**config.mk**
```make
export PLATFORM = sky130hd
export DESIGN_NAME = spi_master_mode_control
export DESIGN_NICKNAME = d
export VERILOG_FILES = /design/src/spi_mm_pkg.sv /design/src/spi_buf2.sv /design/src/spi_master_mode_control.sv
export VERILOG_INCLUDE_DIRS = /design/src
export SDC_FILE = /design/constraint.sdc
export NUM_CORES = 1
export LEC_CHECK = 0
export ABC_AREA = 1
export BUFFER_PORTS_ARGS = -buffer_cell sky130_fd_sc_hd__buf_2
export CORE_UTILIZATION = 55
export CTS_CLUSTER_SIZE = 14
export DETAILED_ROUTE_END_ITERATION = 10
export GPL_ROUTABILITY_DRIVEN = 0
export PLACE_DENSITY = 0.82
export SLEW_MARGIN = 20
export SYNTH_ARGS = -nofsm -noshare
export SYNTH_HDL_FRONTEND = slang
export SYNTH_SLANG_ARGS = --single-unit
export TNS_END_PERCENT = 10
```
**constraint.sdc**
```tcl
create_clock -name sys_clk_i -period 3.4 [get_ports sys_clk_i]
set_clock_uncertainty 0.15 [all_clocks]
set_input_delay 0.34 -clock sys_clk_i [delete_from_list [all_inputs] [get_ports sys_clk_i]]
set_output_delay 0.34 -clock sys_clk_i [all_outputs]
set_load 0.05 [all_outputs]
```
**src/spi_mm_regs.svh**
```systemverilog
`ifndef SPI_MM_REGS_SVH
`define SPI_MM_REGS_SVH

// ============================================================
// Widths and counts
`define SPI_DATA_W       8
`define SPI_RATE_W       3
`define SPI_HALF_CNT_W   11
`define SPI_EDGE_LAST    4'hF
`define SPI_BITS_LAST    3'h7
`define SPI_BUF_DEPTH    2

// ============================================================
// Reset values
`define SPI_MASTER_RST   1'h0
`define SPI_FLAG_RST     1'h0

`endif

```
**src/spi_mm_pkg.sv**
```systemverilog
`include "spi_mm_regs.svh"

package spi_mm_pkg;

	// ============================================================
	// Configuration bits as one carrier
	typedef struct packed {
		logic                      cpol;
		logic                      cpha;
		logic                      select_output_enable;
		logic                      low_bit_first;
		logic                      fault_detect_enable;
		logic                      serial_pin_control;
		logic                      bidir_output_enable;
		logic [`SPI_RATE_W-1:0]    rate_preselect_bits;
		logic [`SPI_RATE_W-1:0]    rate_select_bits;
	} spi_cfg_t;

	typedef logic [`SPI_DATA_W-1:0] spi_byte_t;

	// ============================================================
	// Master sequencer, Gray along idle-lead-shift-done
	typedef enum logic [1:0] {
		ST_IDLE  = 2'h0,
		ST_LEAD  = 2'h1,
		ST_SHIFT = 2'h3,
		ST_DONE  = 2'h2
	} spi_state_t;

endpackage

```
**src/spi_buf2.sv**
```systemverilog
`timescale 1ns/1ps
`default_nettype none

module spi_buf2
	import spi_mm_pkg::*;
(
	input  wire logic      clk_i,     // system clock
	input  wire logic      rst_i,     // sync reset, high
	input  wire spi_byte_t in_data_i, // word in
	input  wire logic      in_valid_i,// word offered
	output logic           in_ready_o,// room for a word
	output spi_byte_t      out_data_o,// head word, registered
	output logic           out_valid_o,// head valid
	input  wire logic      out_ready_i // consumer takes head
);

	// ============================================================
	// Two-slot storage, head always in slot 0
	spi_byte_t slot_r [`SPI_BUF_DEPTH];
	logic [1:0] count_r;
	logic       push;
	logic       pop;

	assign push        = in_valid_i && in_ready_o;
	assign pop         = out_valid_o && out_ready_i;
	assign in_ready_o  = (count_r != 2'h2);
	assign out_valid_o = (count_r != 2'h0);
	assign out_data_o  = slot_r[0];

	// Occupancy; simultaneous push and pop keeps the count
	always_ff @(posedge clk_i) begin
		if (rst_i) begin
			count_r <= 2'h0;
		end else if (push && !pop) begin
			count_r <= count_r + 2'h1;
		end else if (pop && !push) begin
			count_r <= count_r - 2'h1;
		end
	end

	// Data moves toward the head on pop
	always_ff @(posedge clk_i) begin
		if (pop) begin
			slot_r[0] <= (count_r == 2'h2) ? slot_r[1] : in_data_i;
		end else if (push && count_r == 2'h0) begin
			slot_r[0] <= in_data_i;
		end
		if (push && (count_r == 2'h2 || (count_r == 2'h1 && !pop))) begin
			slot_r[1] <= in_data_i;
		end
	end

endmodule

`default_nettype wire

```
**src/spi_master_mode_control.sv**
```systemverilog
`timescale 1ns/1ps
`default_nettype none

module spi_master_mode_control
	import spi_mm_pkg::*;
(
	input  wire logic      sys_clk_i,          // 25 MHz system clock
	input  wire logic      sys_rst_i,          // sync reset, high
	input  wire logic      enable_i,           // block enable
	input  wire spi_cfg_t  cfg_i,              // configuration bits
	input  wire logic      master_select_wr_i, // pulse: write master_select
	input  wire logic      master_select_val_i,// value written
	output logic           master_select_o,    // current master_select
	input  wire logic      stop_in_wait_i,     // halt clock in wait
	input  wire logic      wait_mode_i,        // cpu in wait
	input  wire logic      stop_mode_i,        // cpu in stop
	input  wire logic      serial_irq_enable_i,// irq enable
	input  wire logic      fault_clear_i,      // pulse: clear fault flag
	output logic           mode_fault_flag_o,  // sticky fault flag
	output logic           irq_o,              // interrupt request
	output logic           busy_o,             // transfer running
	input  wire spi_byte_t tx_data_i,          // data register write
	input  wire logic      tx_valid_i,         // write strobe
	output logic           tx_ready_o,         // holding register empty
	output spi_byte_t      rx_data_o,          // received byte
	output logic           rx_valid_o,         // received byte valid
	input  wire logic      rx_ready_i,         // consumer takes byte
	input  wire logic      sck_i,              // sck pin level
	output logic           sck_o,              // sck drive
	output logic           sck_oe_o,           // sck driven
	input  wire logic      mosi_i,             // mosi pin level
	output logic           mosi_o,             // mosi drive
	output logic           mosi_oe_o,          // mosi driven
	input  wire logic      miso_i,             // miso pin level
	output logic           miso_o,             // miso drive
	output logic           miso_oe_o,          // miso driven
	input  wire logic      ss_n_i,             // select pin level
	output logic           ss_n_o,             // select drive
	output logic           ss_oe_o             // select driven
);

	// ============================================================
	// Declarations
	spi_state_t                 state_r;
	spi_cfg_t                   cfg_prev_r;
	logic [`SPI_HALF_CNT_W-1:0] div_r;
	logic [`SPI_HALF_CNT_W-1:0] half_len;
	logic [3:0]                 edge_r;
	logic                       sck_r;
	spi_byte_t                  shreg_r;
	logic                       in_bit_r;
	spi_byte_t                  hold_r;
	logic                       hold_full_r;
	logic                       master_r;
	logic                       flag_r;
	logic                       clk_halt;
	logic                       tick;
	logic                       fault;
	logic                       cfg_abort;
	logic                       abort;
	logic                       start;
	logic                       master_in;
	logic                       out_bit;
	logic                       is_sample;
	logic                       is_shift;
	logic                       sck_prev_r;
	logic [2:0]                 sl_cnt_r;
	logic                       sl_active;
	logic                       sl_edge;
	logic                       sl_sample;
	logic                       sl_done;
	logic                       slave_in;
	spi_byte_t                  rx_push_data;
	logic                       rx_push;
	logic                       rx_room;
	logic                       mst_done;
	logic                       sl_done_q;

	// ============================================================
	// Mode, fault and abort conditions
	// Clock generation stops only in stop, or wait with stop_in_wait
	assign clk_halt  = stop_mode_i || (wait_mode_i && stop_in_wait_i);
	assign fault     = enable_i && master_r && cfg_i.fault_detect_enable
	                   && !cfg_i.select_output_enable && !ss_n_i;
	// Bidir enable only counts while single-wire mode is selected
	assign cfg_abort = master_r && state_r != ST_IDLE &&
	                   ({cfg_i.cpol, cfg_i.cpha, cfg_i.select_output_enable,
	                     cfg_i.low_bit_first, cfg_i.fault_detect_enable,
	                     cfg_i.serial_pin_control, cfg_i.rate_preselect_bits,
	                     cfg_i.rate_select_bits} !=
	                    {cfg_prev_r.cpol, cfg_prev_r.cpha,
	                     cfg_prev_r.select_output_enable, cfg_prev_r.low_bit_first,
	                     cfg_prev_r.fault_detect_enable, cfg_prev_r.serial_pin_control,
	                     cfg_prev_r.rate_preselect_bits, cfg_prev_r.rate_select_bits} ||
	                    (cfg_i.serial_pin_control &&
	                     cfg_i.bidir_output_enable != cfg_prev_r.bidir_output_enable));
	assign abort     = fault || cfg_abort || !enable_i;
	assign start     = enable_i && master_r && hold_full_r && state_r == ST_IDLE
	                   && !fault;

	// Configuration snapshot for change detection
	always_ff @(posedge sys_clk_i) begin
		if (sys_rst_i) begin
			cfg_prev_r <= '0;
		end else begin
			cfg_prev_r <= cfg_i;
		end
	end

	// ============================================================
	// Baud rate generator: half period = (pre+1) * 2^sel cycles
	assign half_len = `SPI_HALF_CNT_W'(({8'h00, cfg_i.rate_preselect_bits} + 11'h001)
	                  << cfg_i.rate_select_bits);
	assign tick     = !clk_halt && (div_r == half_len - 11'h001);

	// Counter frozen while halted so a paused bit keeps its timing
	always_ff @(posedge sys_clk_i) begin
		if (sys_rst_i || state_r == ST_IDLE || abort) begin
			div_r <= '0;
		end else if (!clk_halt) begin
			div_r <= tick ? '0 : div_r + 11'h001;
		end
	end

	// ============================================================
	// master_select and fault flag
	always_ff @(posedge sys_clk_i) begin
		if (sys_rst_i) begin
			master_r <= `SPI_MASTER_RST;
		end else if (fault) begin
			master_r <= 1'h0;
		end else if (master_select_wr_i) begin
			master_r <= master_select_val_i;
		end
	end

	// Set wins over a clear in the same cycle
	always_ff @(posedge sys_clk_i) begin
		if (sys_rst_i) begin
			flag_r <= `SPI_FLAG_RST;
		end else if (fault) begin
			flag_r <= 1'h1;
		end else if (fault_clear_i) begin
			flag_r <= 1'h0;
		end
	end

	// ============================================================
	// Master sequencer
	assign is_sample = (edge_r[0] == cfg_i.cpha);
	assign is_shift  = !is_sample && !(cfg_i.cpha && edge_r == 4'h0);
	assign mst_done  = state_r == ST_DONE && rx_room;

	always_ff @(posedge sys_clk_i) begin
		if (sys_rst_i || abort) begin
			state_r <= ST_IDLE;
			edge_r  <= 4'h0;
		end else begin
			unique case (state_r)
				ST_IDLE: begin
					if (start) begin
						state_r <= ST_LEAD;
					end
				end
				// Half SCK period here, then another half period in shift before the first clock edge
				ST_LEAD: begin
					if (tick) begin
						state_r <= ST_SHIFT;
					end
				end
				ST_SHIFT: begin
					if (tick) begin
						edge_r <= edge_r + 4'h1;
						if (edge_r == `SPI_EDGE_LAST) begin
							state_r <= ST_DONE;
						end
					end
				end
				// Waits for room in the receive buffer
				ST_DONE: begin
					if (rx_room) begin
						state_r <= ST_IDLE;
						edge_r  <= 4'h0;
					end
				end
			endcase
		end
	end

	// SCK level; an abort puts it back at its idle polarity
	always_ff @(posedge sys_clk_i) begin
		if (sys_rst_i || state_r != ST_SHIFT || abort) begin
			sck_r <= cfg_i.cpol;
		end else if (tick) begin
			sck_r <= !sck_r;
		end
	end

	// ============================================================
	// Slave path, clocked by sampled sck while selected
	assign sl_active = enable_i && !master_r && !ss_n_i;
	assign sl_edge   = sl_active && (sck_i != sck_prev_r);
	assign sl_sample = sl_edge && ((sck_i != cfg_i.cpol) != cfg_i.cpha);
	assign sl_done   = sl_sample && sl_cnt_r == `SPI_BITS_LAST;

	// Slave ignores power modes to stay in step with its master
	always_ff @(posedge sys_clk_i) begin
		if (sys_rst_i) begin
			sck_prev_r <= 1'h0;
			sl_cnt_r   <= 3'h0;
		end else begin
			sck_prev_r <= sck_i;
			if (!sl_active) begin
				sl_cnt_r <= 3'h0;
			end else if (sl_sample) begin
				sl_cnt_r <= sl_cnt_r + 3'h1;
			end
		end
	end

	// ============================================================
	// Shift register, shared by both roles
	assign master_in = cfg_i.serial_pin_control ? mosi_i : miso_i;
	assign slave_in  = cfg_i.serial_pin_control ? miso_i : mosi_i;
	assign out_bit   = cfg_i.low_bit_first ? shreg_r[0] : shreg_r[`SPI_DATA_W-1];

	always_ff @(posedge sys_clk_i) begin
		if (sys_rst_i) begin
			shreg_r  <= '0;
			in_bit_r <= 1'h0;
		end else if (start || (!master_r && ss_n_i && hold_full_r)) begin
			shreg_r <= hold_r;
		end else if (state_r == ST_SHIFT && tick) begin
			if (is_sample) begin
				in_bit_r <= master_in;
			end
			if (is_shift) begin
				shreg_r <= cfg_i.low_bit_first ? {in_bit_r, shreg_r[7:1]}
				                               : {shreg_r[6:0], in_bit_r};
			end
		end else if (state_r == ST_SHIFT && edge_r == 4'h0 && !tick) begin
			in_bit_r <= in_bit_r;
		end else if (sl_sample) begin
			in_bit_r <= slave_in;
			if (!cfg_i.cpha || sl_done) begin
				shreg_r <= shreg_r;
			end
		end else if (sl_edge) begin
			shreg_r <= cfg_i.low_bit_first ? {in_bit_r, shreg_r[7:1]}
			                               : {shreg_r[6:0], in_bit_r};
		end
	end

	// Last bit joins the byte as it leaves; in the master, leading-edge sampling already shifted it in
	assign rx_push_data = (master_r && !cfg_i.cpha) ? shreg_r :
	                      (cfg_i.low_bit_first ? {in_bit_r, shreg_r[7:1]}
	                                           : {shreg_r[6:0], in_bit_r});
	assign rx_push      = mst_done || sl_done_q;

	always_ff @(posedge sys_clk_i) begin
		if (sys_rst_i) begin
			sl_done_q <= 1'h0;
		end else begin
			sl_done_q <= sl_done;
		end
	end

	// ============================================================
	// Data register holding stage
	always_ff @(posedge sys_clk_i) begin
		if (sys_rst_i) begin
			hold_full_r <= 1'h0;
			hold_r      <= '0;
		end else if (tx_valid_i && !hold_full_r) begin
			hold_full_r <= 1'h1;
			hold_r      <= tx_data_i;
		end else if (start || (!master_r && ss_n_i)) begin
			hold_full_r <= 1'h0;
		end
	end

	// Receive buffer; a full buffer stalls the master in done
	spi_buf2 u_rx_buf (
		.clk_i       (sys_clk_i),
		.rst_i       (sys_rst_i),
		.in_data_i   (rx_push_data),
		.in_valid_i  (rx_push),
		.in_ready_o  (rx_room),
		.out_data_o  (rx_data_o),
		.out_valid_o (rx_valid_o),
		.out_ready_i (rx_ready_i)
	);

	// ============================================================
	// Registered pin drive and status outputs
	always_ff @(posedge sys_clk_i) begin
		if (sys_rst_i) begin
			sck_o             <= 1'h0;
			sck_oe_o          <= 1'h0;
			mosi_o            <= 1'h0;
			mosi_oe_o         <= 1'h0;
			miso_o            <= 1'h0;
			miso_oe_o         <= 1'h0;
			ss_n_o            <= 1'h1;
			ss_oe_o           <= 1'h0;
			master_select_o   <= 1'h0;
			mode_fault_flag_o <= 1'h0;
			irq_o             <= 1'h0;
			busy_o            <= 1'h0;
			tx_ready_o        <= 1'h0;
		end else begin
			sck_o     <= sck_r;
			sck_oe_o  <= enable_i && master_r && !fault;
			mosi_o    <= out_bit;
			miso_o    <= out_bit;
			// Single-wire mode uses mosi in master, miso in slave
			mosi_oe_o <= enable_i && master_r && !fault &&
			             (!cfg_i.serial_pin_control || cfg_i.bidir_output_enable);
			miso_oe_o <= sl_active && !flag_r &&
			             (!cfg_i.serial_pin_control || cfg_i.bidir_output_enable);
			ss_oe_o   <= enable_i && master_r && !fault &&
			             cfg_i.fault_detect_enable && cfg_i.select_output_enable;
			ss_n_o    <= (state_r == ST_IDLE) || abort;
			master_select_o   <= master_r;
			mode_fault_flag_o <= flag_r || fault;
			irq_o             <= (flag_r || fault) && serial_irq_enable_i;
			busy_o            <= state_r != ST_IDLE && !abort;
			tx_ready_o        <= !hold_full_r && !(tx_valid_i);
		end
	end

endmodule

`default_nettype wire

```
# == Word level (Yosys, flattened, before mapping) ==
# Memory sizes are Yosys's and may differ from the RTL's.
# Cells that the tools add are included.
# totals
register_bits,70
in_bits,37
mem_count,1
out_inout_bits,22
ramBits,16
# op_classes
n_bitwise,3
n_shift,1
n_eq_ne,26
reduce_logical,96
n_mux,45
n_addsub,7
# memory_table
memory,words,width,read_ports,rd_clocked_by_memory_dff,wr,line,rtl
u_rx_buf.slot_r,2,8,2,0,1,spi_buf2.sv:19,spi_byte_t slot_r [`SPI_BUF_DEPTH];
# ops
cell,n
$mux 8,11
$logic_and 1x1->1,43
$mux 1,22
$logic_not 1->1,18
$ne 2x2->1 const B,9
$logic_or 1x1->1,16
$reduce_bool 2->1,8
$mux 2,7
$ne 12x12->1,1
$add 11x1->11 const B,1
$eq 11x11->1,1
$mux 11,1
$shl 4x3->11,1
$sub 11x1->11 const B,1
$mux 4,2
$pmux 2 s4,1
$pmux 4 s2,1
$reduce_and 4->1,2
$reduce_or 8->1,1
$eq 2x2->1 const B,3
$ne 3x3->1 const B,2
$reduce_and 5->1,1
$add 3x1->4 const B,1
$add 4x1->4 const B,1
other kinds (16),23

# == Longest topological paths before layout ==
# depth
depth_word,10
mapped_depth,23
ltp_nobuf,22

# == By module ==
# From an unflattened synthesis, not the netlist that was laid out.
# unflattened
hier_cells,685
area_unflattened_um2,4829.6
# modules_own_cells
mod,cells_per_inst,area_per_inst_um2,seq_area_each_um2,n_inst
spi_master_mode_control,606,3973.8,1371.3,1
spi_buf2,79,855.8,520.5,1

# == Worst setup path before layout ==
# Ideal clock, no wire load.
# synth_path
path_kind,input to register
startpoint,input cfg_i[3] in the netlist's numbering
endpoint,register shreg_r[0]
slack_ns,0.610
setup_ns,0.115
arrival_time_ns,2.526
path_stages,20
t_required_ns,3.135
cell_sequence,ha_1 inv_1 nand2_2 nand4_2 ha_1 xor2_1 inv_1 nand2_1 nand2_1 nor2_2 nand3_1 nor2_1 nand3_1 nor2_2 nor2_1 a21oi_4 nand2_4 buf_6 a21oi_1 nor2_1
# synth_between
elab_chain_len,9
# synth_rtl
item,line,rtl
from (decl),spi_master_mode_control.sv:10,"input wire spi_cfg_t cfg_i,"
$add 3x1->4 (*),spi_master_mode_control.sv:112,"assign half_len = `SPI_HALF_CNT_W'(({8'h00, cfg_i.rate_preselect_bits} + 11'h001)"
$shl 4x3->11 (*),spi_master_mode_control.sv:112,
$sub 11x1->11 (*),spi_master_mode_control.sv:114,assign tick = !clk_halt && (div_r == half_len - 11'h001);
$eq 11x11->1 (*),spi_master_mode_control.sv:114,
$logic_and 1x1->1 (*),spi_master_mode_control.sv:114,
$logic_not 1->1,spi_master_mode_control.sv:241,end else if (state_r == ST_SHIFT && edge_r == 4'h0 && !tick) begin
$logic_and 1x1->1,spi_master_mode_control.sv:241,
$ne 3x3->1 (no line),--,
$reduce_and 4->1 (no line),--,
to (signal assigned),spi_master_mode_control.sv:238,"shreg_r <= cfg_i.low_bit_first ? {in_bit_r, shreg_r[7:1]}"
to (signal assigned),spi_master_mode_control.sv:246,shreg_r <= shreg_r;
to (signal assigned),spi_master_mode_control.sv:249,"shreg_r <= cfg_i.low_bit_first ? {in_bit_r, shreg_r[7:1]}"
to (decl),spi_master_mode_control.sv:50,spi_byte_t shreg_r;
# Mark *: on every way between the ends. The rest lies on a longest branch, timed or not.
# A chain may end at the register's enable or synchronous reset.

# == Final worst setup path ==
# layout_path
startpoint,input cfg_i[3] in the netlist's numbering
endpoint,register edge_r[3]
# layout_between
elab_chain_len,7
# layout_rtl
item,line,rtl
$add 3x1->4,spi_master_mode_control.sv:112,
$shl 4x3->11,spi_master_mode_control.sv:112,
$sub 11x1->11,spi_master_mode_control.sv:114,
$eq 11x11->1,spi_master_mode_control.sv:114,
$logic_and 1x1->1,spi_master_mode_control.sv:114,
$ne 2x2->1 (no line),--,
$reduce_and 3->1 (no line),--,
to (signal assigned),spi_master_mode_control.sv:173,edge_r <= edge_r + 4'h1;
to (decl),spi_master_mode_control.sv:48,logic [3:0] edge_r;
# Parallel ways exist; a longest one is shown, timed or not.

==> flow_summary_export.csv <==
group,metric,value,unit
setup_path,worstPathRequired,3.52,ns
synthesis,synth_common_cells,"nand2_1, nor2_1, inv_1, dfxtp_1, nand3_1",
placed_design,post_dp_cell_area,0.005343,mm^2
cells_and_area,fillers,750,
sta,tightest_slew,0.9840,ns
sta,finalCriticalPeriod,2.990,ns
global_route,antenna_found_initial,0,
power,p_per_area,414.2,mW/mm^2
placed_design,dp_hpwl,8.653,mm
power,power.static_leakage,2.577,nW
clock_tree,post_cts_resized,0,
clock_tree,clk_latency,0.37,ns
outcome,failed_checks,"DRC",
synthesis,synthTopCellsByArea,"dfxtp_1, nand2_1, edfxtp_1, nor2_1, inv_1",
cells_and_area,drive_above_1_share,0.1764,
power,peakVddDrop,0.2371,mV
setup_path,worst_r2r_path_depth,13,
sta,setup_violations,0,
worst_hold_path,worstHoldStart,"serial_irq_enable_i",
die,std_cell_rows,34,
synthesis,synth_area_per_cell,7.030,um^2
sta,worst_slack,0.4096,ns
job,maxCapViolations,0,
clock_tree,cts_tree,"done",
synthesis,synthAdderAreaFrac,0.02723,
clock_tree,cts-htree-levels,3,
cells_and_area,stdcell_area,0.005553,mm^2
clock_tree,cts_setup_buffers,0,
synthesis,synth_top_area_frac,0.2733,
setup_path,reg2reg_to,"shreg_r[6]",
detailed_routing,drt_first_pass_iters,8,
synthesis,synthFlopType,"dfxtp_1",
placed_design,dpl_worst_slack,0.1195,ns
detailed_routing,antenna_left,0,
synthesis,yosysMostFrequentCell,"nand2_1",
setup_path,regToRegStartpoint,"master_r",
detailed_routing,wire_per_inst,12.83,um
synthesis,synth_seq_area_share,0.3743,
die,die_x,97.87,um
synthesis,async_flop_share,0,
die,initial_core_util,0.5740,
sta,maxSlewViolCount,0,
die,die_area,0.009578,mm^2
worst_hold_path,hold_end,"irq_o",
cells_and_area,num_antenna_cells,0,
sta,slew_headroom,0.3371,
global_route,globalRouteOverflowTotal,0,
detailed_routing,viasPerCell,5.403,
detailed_routing,num_vias,4749,
setup_path,worst-path-max-fanout,9,
detailed_routing,initialDrtViolationCount,363,
setup_path,ff2ff_setup_slack,0.72,ns
placed_design,placedCellCount,862,
synthesis,synth_compound_gate_area_share,0.09431,
sta,rsz0062_at_grt,"false",
synthesis,synth_top_area_cell,"dfxtp_1",
synthesis,synth-simple-area-share,0.3658,
clock_tree,cts.path.max_buffers,2,
global_route,grt_pass1_vias,4205,
synthesis,synthMuxAreaShare,0.001980,
detailed_routing,routed_wl,11.28,mm
synthesis,ys_ff_latch,86,
die,die_h,97.87,um
global_route,grt_pass1_wl,19.08,mm
setup_path,crit_type,"input port to register",
sta,finalHoldViolCount,0,
synthesis,synth_edf_count,17,
worst_hold_path,hold_depth,3,
cells_and_area,multiInputGateArea,0.002630,mm^2
setup_path,cp-end-kind,"register",
cells_and_area,fin_util,0.6306,
synthesis,synth_top_family_by_area,"simple AND/OR/NAND/NOR gates",
die,core,0.008806,mm^2
clock_tree,clkTransAtPathRegs,0.10,ns
clock_tree,cts_sinks,86,
cells_and_area,areaGrowthSynthToFinish,9.852,%
detailed_routing,drc,9,
sta,finalSetupTns,0,ns
synthesis,synth_cell_types,43,
synthesis,post_synth_inst_count,719,
placed_design,port_buffers,58,
synthesis,yosys_warnings,0,
clock_tree,cts_hold_buf,1,
outcome,status,"finished with violations",
cells_and_area,seq_area,0.001892,mm^2
cells_and_area,instances_no_fill,879,
synthesis,synth_area,0.005055,mm^2
sta,period_share,0.8795,
setup_path,critPathArrivalTime,3.11,ns
sta,max_freq,0.3344,GHz
die,io_pins,59,
synthesis,synth_xor_area_frac,0.03094,
clock_tree,cts-root-buf,"clkbuf_8",
clock_tree,cts_buffers,9,
synthesis,synth_fp_nets,767,
cells_and_area,finalNetCount,814,
global_route,grtUsageTotal,0.2453,
global_route,grt_max_degree,26,
setup_path,start_kind,"input port",
worst_hold_path,holdCritPathClass,"input port to register",
[worst max-delay path by stage]
stage                       to  cells past startpoint  slack [ns]     start
global route         edge_r[3]                     22        0.15  cfg_i[3]
finish               edge_r[3]                     22        0.41  cfg_i[3]
CTS                  edge_r[3]                     22        0.47  cfg_i[3]
floorplan           shreg_r[0]                     20        0.61  cfg_i[3]
detailed placement   edge_r[3]                     22        0.12  cfg_i[3]
global placement     edge_r[3]                     22        0.29  cfg_i[3]
[kinds of logic after synthesis]
logic type / Yosys count
flip-flops: 86
XOR/XNOR: 17
buffers and inverters: 122
multiplexers: 1
adder cells (fa/ha/maj): 11
AND/OR/NAND/NOR: 393
AO/OA/AOI/OAI: 89
[power by group]
| part | internal, mW | total, mW | switching (mW) |
|---|---|---|---|
| Combinational | 0.149 | 0.479 | 0.331 |
| Clock | 0.291 | 0.717 | 0.427 |
| Sequential | 1.09 | 1.10 | 0.0169 |
[placed cells by master (no fill, tap or decap), types with 2 or more instances in the layout]
cell type  synthesis  final
a2111oi_0          2      2
a211oi_1           2      2
a21oi_1           34     34
buf_2              2     58
buf_4             12      5
clkbuf_8           0      9
clkinv_4           0      3
dfxtp_1           69     69
edfxtp_1          17     17
ha_1              11     11
inv_1             83     83
inv_2              9      9
inv_8              0      3
nand2_1          174    174
nand2_2           12     12
nand2_4            2      2
nand3_1           56     56
nand3_2           10     10
nand3_4            4      4
nand4_1            7      7
nand4_2            2      2
nor2_1            87     87
nor2_2             7      7
nor2_4             2      2
nor3_1            14     14
nor3b_1            4      4
nor4_1             3      3
o21ai_0           45     45
o21ai_1            2      2
or2_2              5      5
xnor2_1            5      5
xor2_1            11     11
[state kept, by name (all words and copies together), names as in the netlist, 2 cells and up]
register	count
u_rx_buf.slot_r	16
cfg_prev_r	13
div_r	11
hold_r	8
shreg_r	8
edge_r	4
sl_cnt_r	3
state_r	2
u_rx_buf.count_r	2
[worst max-delay path, cell delays in order]
cell and delay (ns):
buf_2 0.16, ha_1 0.32, inv_1 0.09, nand2_2 0.08
nand4_2 0.09, ha_1 0.30, xor2_1 0.21, inv_1 0.05
nand2_1 0.07, nand2_1 0.08, nor2_2 0.13, nand2_1 0.09
inv_2 0.06, nand3_1 0.09, nor2_2 0.15, nand3_1 0.17
nor2_2 0.20, nor2_1 0.11, nor2_1 0.14, nand2_1 0.07
nand2_1 0.06, nor2_1 0.04
[area by class of cell]
| class | count | area share |
|---|---|---|
| Clock inverter | 7 | 0.01374 |
| Multi-Input combinational cell | 511 | 0.4736 |
| Clock buffer | 9 | 0.02231 |
| Sequential cell | 86 | 0.3407 |
| Timing Repair Buffer | 64 | 0.06084 |
| Inverter | 94 | 0.06444 |
| Tap cell | 108 | 0.02434 |
[layer usage]
layer | vias up | GRT usage | part of all wire
li1 | 2397 | - | -
met1 | 2162 | 0.3216 | 0.45
met5 | - | 0 | 0
met3 | 20 | 0.05154 | 0.070
met2 | 170 | 0.3982 | 0.46
met4 | 0 | 0.09091 | 0.019
[per-stage QoR]
| stage | hold slack (ns) | total power [mW] |
|---|---|---|
| global route | 0.03628 | 2.427 |
| CTS | 0.02270 | 2.308 |
| detailed placement | 0.2588 | 1.597 |
| global placement | 0.2568 | 1.578 |
| finish | 0.02694 | 2.300 |
| floorplan | 0.2429 | 1.496 |
No activity file was read; power rests on OpenSTA's default activity.
